File: config.mk
export PLATFORM = sky130hd
export DESIGN_NAME = indirect_store_unit
export DESIGN_NICKNAME = d
export VERILOG_FILES = /design/src/pkg/instr_pkg.sv /design/src/rtl/data_ram.sv /design/src/rtl/indirect_store_unit.sv
export SDC_FILE = /design/constraint.sdc
export NUM_CORES = 2
export LEC_CHECK = 0
export ABC_AREA = 1
export BUFFER_PORTS_ARGS = -buffer_cell sky130_fd_sc_hd__clkbuf_2
export CELL_PAD_IN_SITES_DETAIL_PLACEMENT = 1
export CELL_PAD_IN_SITES_GLOBAL_PLACEMENT = 2
export CORE_ASPECT_RATIO = 0.75
export CORE_MARGIN = 2
export CORE_UTILIZATION = 42
export DETAILED_ROUTE_END_ITERATION = 7
export PLACE_DENSITY_LB_ADDON = 0.1
export SETUP_SLACK_MARGIN = 0.1
export SLEW_MARGIN = 20
export SYNTH_ARGS = -nofsm -noshare
export SYNTH_HDL_FRONTEND = slang
export SYNTH_SLANG_ARGS = --single-unit
File: constraint.sdc
create_clock -name mclk_i -period 16.2 [get_ports mclk_i]
set_input_delay 0.81 -clock mclk_i [delete_from_list [all_inputs] [get_ports mclk_i]]
set_output_delay 0.81 -clock mclk_i [all_outputs]
set_load 0.005 [all_outputs]
File: src/pkg/instr_pkg.sv
// Package with register map, instruction fields and reset values of the indirect store unit.
package instr_pkg;

  // ==========================================================================
  // Register byte offsets on the AHB-Lite bus (word index = offset >> 2).
  localparam logic [7:0] OFS_WORK   = 8'h00;
  localparam logic [7:0] OFS_PTR0   = 8'h04;
  localparam logic [7:0] OFS_PTR1   = 8'h08;
  localparam logic [7:0] OFS_OPTION = 8'h0c;
  localparam logic [7:0] OFS_STATUS = 8'h10;
  localparam logic [7:0] OFS_PCTRL  = 8'h14;
  localparam logic [7:0] OFS_INSTR  = 8'h18;
  localparam logic [7:0] OFS_IPORT0 = 8'h1c;
  localparam logic [7:0] OFS_IPORT1 = 8'h20;

  // ==========================================================================
  // Instruction word fields written to the instruction register.
  localparam int OPC_LSB  = 0;
  localparam int OPC_W    = 2;
  localparam int PSEL_BIT = 4;
  localparam int MODE_LSB = 5;
  localparam int REL_BIT  = 7;
  localparam int K_LSB    = 8;
  localparam int K_W      = 6;

  // Opcodes.
  localparam logic [1:0] OPC_NOP    = 2'h0;
  localparam logic [1:0] OPC_STORE  = 2'h1;
  localparam logic [1:0] OPC_OPTION = 2'h2;
  localparam logic [1:0] OPC_RESET  = 2'h3;

  // Addressing-mode field encodings.
  localparam logic [1:0] MODE_PREINC  = 2'h0;
  localparam logic [1:0] MODE_PREDEC  = 2'h1;
  localparam logic [1:0] MODE_POSTINC = 2'h2;
  localparam logic [1:0] MODE_POSTDEC = 2'h3;

  // ==========================================================================
  // Widths and reset values.
  localparam int         PTR_W      = 16;
  localparam logic [7:0] WORK_RST   = 8'h00;
  localparam logic [7:0] OPTION_RST = 8'hff;
  localparam logic [7:0] STATUS_RST = 8'h00;
  localparam logic [15:0] PTR_RST   = 16'h0000;
  localparam int         FLAG_BIT   = 0;

  // Read-path stages: address taken, memory addressed, data returned.
  typedef enum logic [1:0] {RD_IDLE, RD_MEM, RD_DATA} rd_stage_e;

endpackage

File: src/rtl/data_ram.sv
// Data memory with one write port and one registered read port.
`timescale 1ns/100ps
module data_ram #(
  parameter int AW = 8,
  parameter int DW = 8
) (
  // Clock.
  input  wire logic          mclk_i,
  // Write port.
  input  wire logic          we_i,
  input  wire logic [AW-1:0] waddr_i,
  input  wire logic [DW-1:0] wdata_i,
  // Read port.
  input  wire logic [AW-1:0] raddr_i,
  output logic      [DW-1:0] rdata_o
);

  logic [DW-1:0] mem [0:(2**AW)-1];

  // ==========================================================================
  // Storage has no reset; read data come out of a register, so a read costs a cycle.
  always_ff @(posedge mclk_i) begin
    if (we_i) begin
      mem[waddr_i] <= wdata_i;
    end
    rdata_o <= mem[raddr_i];
  end

endmodule

File: src/rtl/indirect_store_unit.sv
// Indirect store, option load, no-operation and software reset execution with an AHB-Lite register port.
//
// Notes on behaviour
// - Store writes working value at selected pointer.
// - Mode field picks pre/post increment or decrement.
// - Relative form adds signed offset -32..31.
// - Pointer steps by one; relative form unchanged.
// - Indirect ports redirect to pointed memory.
// - Sixteen-bit pointer wraps modulo 65536.
// - Store and pointer step keep status flags.
// - Option load copies working value only.
// - Reset instruction resets device, clears flag.
//
// The address map and the AHB-Lite interface to the registers are this design's own decisions.
`timescale 1ns/100ps
module indirect_store_unit
  import instr_pkg::*;
#(
  parameter int MEM_AW = 8
) (
  // Clock and reset.
  input  wire logic        mclk_i,
  input  wire logic        reset_i,
  // AHB-Lite slave.
  input  wire logic        hsel_i,
  input  wire logic [31:0] haddr_i,
  input  wire logic [1:0]  htrans_i,
  input  wire logic        hwrite_i,
  input  wire logic [2:0]  hsize_i,
  input  wire logic [31:0] hwdata_i,
  input  wire logic        hready_i,
  output logic      [31:0] hrdata_o,
  output logic             hreadyout_o,
  output logic             hresp_o,
  // Core events.
  output logic             device_reset_o,
  output logic             instr_done_o
);
  import instr_pkg::*;

  // ==========================================================================
  // State.
  logic [7:0]       work_r;
  logic [PTR_W-1:0] ptr_r [2];
  logic [7:0]       option_r;
  logic [7:0]       status_r;
  logic             reset_instr_flag_n_r;
  logic [15:0]      instr_r;
  logic             soft_rst_r;
  logic             dph_wr_r;
  logic [7:0]       dph_ofs_r;
  rd_stage_e        rd_stage_r;
  logic [31:0]      rd_mux;
  logic [7:0]       mem_rdata;

  // ==========================================================================
  // Bus decode. Only whole-word transfers are supported, so hsize is not examined.
  wire       addr_ok   = hsel_i & htrans_i[1] & hready_i;
  wire       wr_accept = addr_ok & hwrite_i;
  wire       rd_accept = addr_ok & ~hwrite_i;
  wire [7:0] req_ofs   = {haddr_i[7:2], 2'b00};
  wire       hi_zero   = (haddr_i[31:8] == 24'h000000);
  wire       wr_instr  = dph_wr_r & (dph_ofs_r == OFS_INSTR);
  wire       wr_iport0 = dph_wr_r & (dph_ofs_r == OFS_IPORT0);
  wire       wr_iport1 = dph_wr_r & (dph_ofs_r == OFS_IPORT1);

  // ==========================================================================
  // Instruction decode, taken straight from the written word in its data phase.
  wire [1:0]       opc       = hwdata_i[OPC_LSB +: OPC_W];
  wire             psel      = hwdata_i[PSEL_BIT];
  wire [1:0]       mode      = hwdata_i[MODE_LSB +: 2];
  wire             rel       = hwdata_i[REL_BIT];
  wire [K_W-1:0]   k         = hwdata_i[K_LSB +: K_W];
  wire             exec_nop  = wr_instr & (opc == OPC_NOP);
  wire             exec_st   = wr_instr & (opc == OPC_STORE);
  wire             exec_opt  = wr_instr & (opc == OPC_OPTION);
  wire             exec_rst  = wr_instr & (opc == OPC_RESET);
  wire [PTR_W-1:0] sel_ptr   = ptr_r[psel];
  wire [PTR_W-1:0] ptr_inc   = sel_ptr + 16'h0001;
  wire [PTR_W-1:0] ptr_dec   = sel_ptr - 16'h0001;
  wire [PTR_W-1:0] k_ext     = {{(PTR_W-K_W){k[K_W-1]}}, k};
  wire             is_inc    = (mode == MODE_PREINC) | (mode == MODE_POSTINC);

  // Effective address of the store.
  logic [PTR_W-1:0] eff_addr;
  always_comb begin
    eff_addr = sel_ptr;
    if (rel) begin
      eff_addr = sel_ptr + k_ext;
    end else begin
      case (mode)
        MODE_PREINC:  eff_addr = ptr_inc;
        MODE_PREDEC:  eff_addr = ptr_dec;
        MODE_POSTINC: eff_addr = sel_ptr;
        MODE_POSTDEC: eff_addr = sel_ptr;
        default:      eff_addr = sel_ptr;
      endcase
    end
  end

  // Pointer value left behind by the store.
  wire [PTR_W-1:0] ptr_after = rel ? sel_ptr : (is_inc ? ptr_inc : ptr_dec);

  // ==========================================================================
  // Memory write port: a store instruction or a write through an indirect port.
  // The indirect ports hold no storage; their traffic goes to the pointed cell.
  wire              mem_we    = exec_st | wr_iport0 | wr_iport1;
  wire [MEM_AW-1:0] mem_waddr = exec_st   ? eff_addr[MEM_AW-1:0] :
                                wr_iport1 ? ptr_r[1][MEM_AW-1:0] : ptr_r[0][MEM_AW-1:0];
  wire [7:0]        mem_wdata = exec_st ? work_r : hwdata_i[7:0];
  wire              rd_port1  = (dph_ofs_r == OFS_IPORT1);
  wire [MEM_AW-1:0] mem_raddr = rd_port1 ? ptr_r[1][MEM_AW-1:0] : ptr_r[0][MEM_AW-1:0];

  data_ram #(
    .AW (MEM_AW),
    .DW (8)
  ) u_ram (
    .mclk_i  (mclk_i),
    .we_i    (mem_we),
    .waddr_i (mem_waddr),
    .wdata_i (mem_wdata),
    .raddr_i (mem_raddr),
    .rdata_o (mem_rdata)
  );

  // ==========================================================================
  // Bus phase tracking. Reads take two wait states because memory data are registered.
  always_ff @(posedge mclk_i or posedge reset_i) begin
    if (reset_i) begin
      dph_wr_r    <= 1'b0;
      dph_ofs_r   <= 8'h00;
      rd_stage_r  <= RD_IDLE;
      hreadyout_o <= 1'b1;
      hrdata_o    <= 32'h00000000;
      hresp_o     <= 1'b0;
    end else begin
      dph_wr_r <= wr_accept & hi_zero;
      hresp_o  <= 1'b0; // No access can fail, so only OKAY is ever returned.
      if (addr_ok) begin
        dph_ofs_r <= hi_zero ? req_ofs : 8'hfc;
      end
      case (rd_stage_r)
        RD_IDLE: begin
          if (rd_accept) begin
            rd_stage_r  <= RD_MEM;
            hreadyout_o <= 1'b0;
          end
        end
        RD_MEM:  rd_stage_r <= RD_DATA;
        RD_DATA: begin
          rd_stage_r  <= RD_IDLE;
          hrdata_o    <= rd_mux;
          hreadyout_o <= 1'b1;
        end
        default: rd_stage_r <= RD_IDLE;
      endcase
    end
  end

  // Read data selection; unmapped offsets read as zero.
  always_comb begin
    case (dph_ofs_r)
      OFS_WORK:   rd_mux = {24'h000000, work_r};
      OFS_PTR0:   rd_mux = {16'h0000, ptr_r[0]};
      OFS_PTR1:   rd_mux = {16'h0000, ptr_r[1]};
      OFS_OPTION: rd_mux = {24'h000000, option_r};
      OFS_STATUS: rd_mux = {24'h000000, status_r};
      OFS_PCTRL:  rd_mux = {31'h00000000, reset_instr_flag_n_r};
      OFS_INSTR:  rd_mux = {16'h0000, instr_r};
      OFS_IPORT0: rd_mux = {24'h000000, mem_rdata};
      OFS_IPORT1: rd_mux = {24'h000000, mem_rdata};
      default:    rd_mux = 32'h00000000;
    endcase
  end

  // ==========================================================================
  // Core registers. A software reset returns them to their reset values one cycle
  // after the instruction, but leaves the reset-source flag cleared.
  always_ff @(posedge mclk_i or posedge reset_i) begin
    if (reset_i) begin
      work_r   <= WORK_RST;
      option_r <= OPTION_RST;
      status_r <= STATUS_RST;
      instr_r  <= 16'h0000;
    end else if (soft_rst_r) begin
      work_r   <= WORK_RST;
      option_r <= OPTION_RST;
      status_r <= STATUS_RST;
      instr_r  <= 16'h0000;
    end else if (dph_wr_r) begin
      if (dph_ofs_r == OFS_WORK) begin
        work_r <= hwdata_i[7:0];
      end
      if (dph_ofs_r == OFS_STATUS) begin
        status_r <= hwdata_i[7:0];
      end
      if (dph_ofs_r == OFS_OPTION || exec_opt) begin
        option_r <= hwdata_i[7:0];
      end
      if (exec_opt) begin
        option_r <= work_r;
      end
      if (wr_instr) begin
        instr_r <= hwdata_i[15:0];
      end
    end
  end

  // Pointers: one generate loop, each written by the bus or stepped by a store.
  for (genvar i = 0; i < 2; i++) begin : g_ptr
    always_ff @(posedge mclk_i or posedge reset_i) begin
      if (reset_i) begin
        ptr_r[i] <= PTR_RST;
      end else if (soft_rst_r) begin
        ptr_r[i] <= PTR_RST;
      end else if (exec_st && psel == i) begin
        ptr_r[i] <= ptr_after;
      end else if (dph_wr_r && dph_ofs_r == (i == 0 ? OFS_PTR0 : OFS_PTR1)) begin
        ptr_r[i] <= hwdata_i[PTR_W-1:0];
      end
    end
  end

  // Reset-source flag: set by power-up reset and by software, cleared by the reset instruction.
  always_ff @(posedge mclk_i or posedge reset_i) begin
    if (reset_i) begin
      reset_instr_flag_n_r <= 1'b1;
      soft_rst_r           <= 1'b0;
      device_reset_o       <= 1'b0;
      instr_done_o         <= 1'b0;
    end else begin
      soft_rst_r     <= exec_rst;
      device_reset_o <= exec_rst;
      instr_done_o   <= wr_instr;
      if (exec_rst) begin
        reset_instr_flag_n_r <= 1'b0;
      end else if (dph_wr_r && dph_ofs_r == OFS_PCTRL) begin
        reset_instr_flag_n_r <= hwdata_i[FLAG_BIT];
      end
    end
  end
endmodule

==> flow_summary.json <==
{
  "slowest_stage": "nor2_1",
  "clk_latency_ns": 0.92,
  "rows": 151,
  "synth.avg_cell_area_um2": 10.1,
  "fp.dieH_um": 415,
  "grt_overflow_total": 0,
  "routed_wl_um": 303000,
  "grt_max_degree": 200,
  "switching_share": 0.234,
  "gp_congestion": 0.850,
  "synth_compound_area_frac": 0.0234,
  "synth-seq-area-share": 0.677,
  "vias": 66469,
  "syn2layout_area_growth_pct": 11.9,
  "worst_slack_ns": 9.59,
  "crit_path_cell_trace": "nor2_4 > nand3_1 > nor2_2 > nand2_1 > nor2_2 > nand2_2 > buf_4 > inv_1 > o211ai_1 > o21ai_1 > inv_1 > nor2_1 > nand3_2 > buf_4 > nor2_1",
  "clockPowerShare": 0.443,
  "routedWlPerCell_um": 24.3,
  "outcome": "finished, final reports clean",
  "leakage_uw": 0.0428,
  "critPathLaunchType": "register",
  "clock_sinks": 2157,
  "grt_pass1_wl_um": 449000,
  "drc": 0,
  "synth_top_area_frac": 0.649,
  "drive_above_1_share": 0.0705,
  "synth.distinct_cells": 48,
  "pwr-share-seq": 0.489,
  "clock_path_buffers": 4,
  "slew_violations": 0,
  "yosys_warnings": 0,
  "tightest_slew_ns": 1.14,
  "crit_arrival_ns": 7.11,
  "async_reset_ff_frac": 0.0468,
  "p_sw_uw": 2930,
  "cp_slowest_stage_delay_ns": 0.92,
  "cts_tree": "built",
  "die_area_um2": 230000,
  "max-cap-violations": 0,
  "netlist_top_cells_area": "edfxtp_1, nand2_1, nand3_1",
  "fmax_mhz": 151,
  "combinationalPowerShare": 0.068,
  "start_util": 0.421,
  "grt_pass1_vias": 67276,
  "grt_util_all_layers": 0.262,
  "cts.clk_slew.worst_paths_ns": 0.06,
  "finalCoreUtilization": 0.471,
  "placedCellCount": 12032,
  "worstHoldPathType": "in2reg",
  "syn-cell-area_um2": 94800,
  "ant_nets": 0,
  "powerDensity_nw_per_um2": 118,
  "antenna_found_initial": 10,
  "worstPathMaxFanout": 24,
  "dr.pass1.iters": 6,
  "setup_viol": 0,
  "cts-root-buf": "clkbuf_16",
  "hold_viol_final": 0,
  "synth_flop_cell": "edfxtp_1",
  "synth-edff-count": 2048,
  "finalCritPeriodShare": 0.408,
  "path_class": "reg2reg",
  "final.min_clock_period_ns": 6.61,
  "irDropWorstVdd_mv": 0.124,
  "drt_iter0_markers": 6061,
  "post_cts_resized": 0,
  "die_w_um": 553,
  "required_ns": 16.70,
  "fin_setup_tns_ns": 0,
  "skew_ns": 0.0302,
  "rsz0062_at_grt": "false",
  "ctsHtreeMaxLevel": 4,
  "synth_xor_area_frac": 0.00176,
  "cts_buffers": 226,
  "cts_setup_buffers": 0,
  "synth_fa_ha_area_frac": 0.00140,
  "synth_top_cell_by_area": "edfxtp_1",
  "end_kind": "register",
  "dp_hpwl_um": 172000,
  "final-instance-count-excl-fill": 12448,
  "io_pins": 110,
  "syn_inst": 9381,
  "final_net_count": 9365,
  "synth_top_family_by_area": "simple AND/OR/NAND/NOR gates",
  "ys_ff_latch": 2157,
  "synthMuxAreaShare": 0,
  "fp.coreArea_um2": 225000,
  "synthSimpleGateAreaFrac": 0.222,
  "dp_slack_ns": 9.71,
  "slew_headroom": 0.235,
  "vias_per_cell": 5.34,
  "io_buffer_count": 70,
  "p_int_uw": 9600
}
## routing by layer
layer  track usage  routed length, um  vias up
met4        0.0598               6800        0
li1              -                  -    30766
met2         0.412             138000     1441
met5             0                  0        -
met3        0.0389              15800      373
met1         0.382             142000    33889
## through the flow
stage | hold WS (ns) | instance area (um^2) | power, uW
CTS | 0.0392 | 106000 | 12600
global route | 0.0650 | 106000 | 12900
finish | 0.105 | 106000 | 12500
detailed placement | 0.448 | 98200 | 7100
global placement | 0.428 | 98000 | 7080
floorplan | 0.416 | 94900 | 6810
## power groups by stage
stage,registers [uW],clock network (uW),logic (uW)
6_report,6130,5550,848
3_3_place_gp,6250,0,834
5_1_grt,6130,5830,938
2_1_floorplan,6290,0,518
3_5_place_dp,6250,0,850
4_1_cts,6130,5640,854
## layout make-up
| type | instances | area (um^2) |
|---|---|---|
| antenna | 1 | 2.50 |
| tap | 2983 | 3730 |
| sequential | 2157 | 64200 |
| multi-input combinational | 5442 | 24100 |
| clock buffer | 272 | 5910 |
| fill | 24453 | 119000 |
| inverter | 1258 | 4740 |
| timing repair buffer | 196 | 1580 |
| clock inverter | 139 | 1830 |
## worst paths after layout
path,endpoint,slack [ns],from,depth (start not counted)
max in group asynchronous,ptr_r[22],14.38,reset_i,4
worst min register to register,rd_stage_r[0],0.46,rd_stage_r[0],1
worst max-delay path,u_ram.mem[165][4],9.59,dph_ofs_r[6],15
min in group asynchronous,rd_stage_r[0],0.54,reset_i,3
worst max register to register,u_ram.mem[165][4],9.59,dph_ofs_r[6],15
worst min-delay path,rd_stage_r[0],0.10,hwrite_i,2
## cell usage in the layout, fill, tap and decap left out, types with 22 or more instances in the layout
| cell type | Yosys | layout |
|---|---|---|
| o211ai_1 | 22 | 22 |
| nor3_1 | 72 | 32 |
| inv_1 | 1254 | 1250 |
| nand2_1 | 3028 | 3017 |
| clkinv_2 | 0 | 52 |
| nor3_2 | 0 | 40 |
| nor2_1 | 253 | 250 |
| clkbuf_16 | 0 | 227 |
| buf_4 | 22 | 104 |
| bufinv_16 | 0 | 44 |
| clkinv_1 | 0 | 30 |
| edfxtp_1 | 2048 | 2048 |
| nand3_1 | 1589 | 1583 |
| o21ai_0 | 254 | 246 |
| clkbuf_1 | 316 | 39 |
| a21oi_1 | 47 | 45 |
| dfrtp_1 | 91 | 91 |
| clkbuf_2 | 0 | 70 |
## synth_stat cells (6+ instances only)
| cell type | count |
|---|---|
| dfstp_2 | 10 |
| inv_1 | 1254 |
| o211ai_1 | 22 |
| o22ai_1 | 18 |
| nand3_1 | 1589 |
| buf_1 | 43 |
| clkbuf_1 | 316 |
| nor3_1 | 72 |
| a21oi_1 | 47 |
| a221oi_1 | 10 |
| nand2_1 | 3028 |
| a22oi_1 | 10 |
| o21ai_1 | 13 |
| nor4_1 | 7 |
| nand4_1 | 8 |
| a31oi_1 | 6 |
| buf_2 | 159 |
| xor2_1 | 18 |
| o21ai_0 | 254 |
| nor2_1 | 253 |
| nand3_2 | 15 |
| buf_4 | 22 |
| dfxtp_1 | 8 |
| nand3b_1 | 10 |
| ha_1 | 9 |
| dfrtp_1 | 91 |
| edfxtp_1 | 2048 |
## logic make-up after synthesis
kind of cell	after synthesis
simple gates	4997
fa+ha+maj	10
buf+inv	1798
flops	2157
compound gates	399
other cells	1
xor+xnor	19
## registers in the layout (all words and copies together), names as in the netlist
| register | count |
|---|---|
| dph_ofs_r | 6 |
| dph_wr_r | 1 |
| hrdata_o | 16 |
| hreadyout_o | 1 |
| instr_done_o | 1 |
| instr_r | 16 |
| option_r | 8 |
| ptr_r | 32 |
| rd_stage_r | 2 |
| reset_instr_flag_n_r | 1 |
| soft_rst_r | 1 |
| status_r | 8 |
| u_ram.mem | 2048 |
| u_ram.rdata_o | 8 |
| work_r | 8 |
## critical path, delay by kind of cell (launching register included)
kind	cells	cell delay, ns
flip-flops	1	0.41
buffers and inverters	4	1.23
AO/OA/AOI/OAI	2	0.34
AND/OR/NAND/NOR	9	4.17
## what timing repair did
action | 4_1_cts | 5_1_grt
hold buffers | 1 | 0
endpoints found under the setup margin | 0 | 0
hold endpoints to repair | 37 | 0
(Power assumes the default switching activity.)
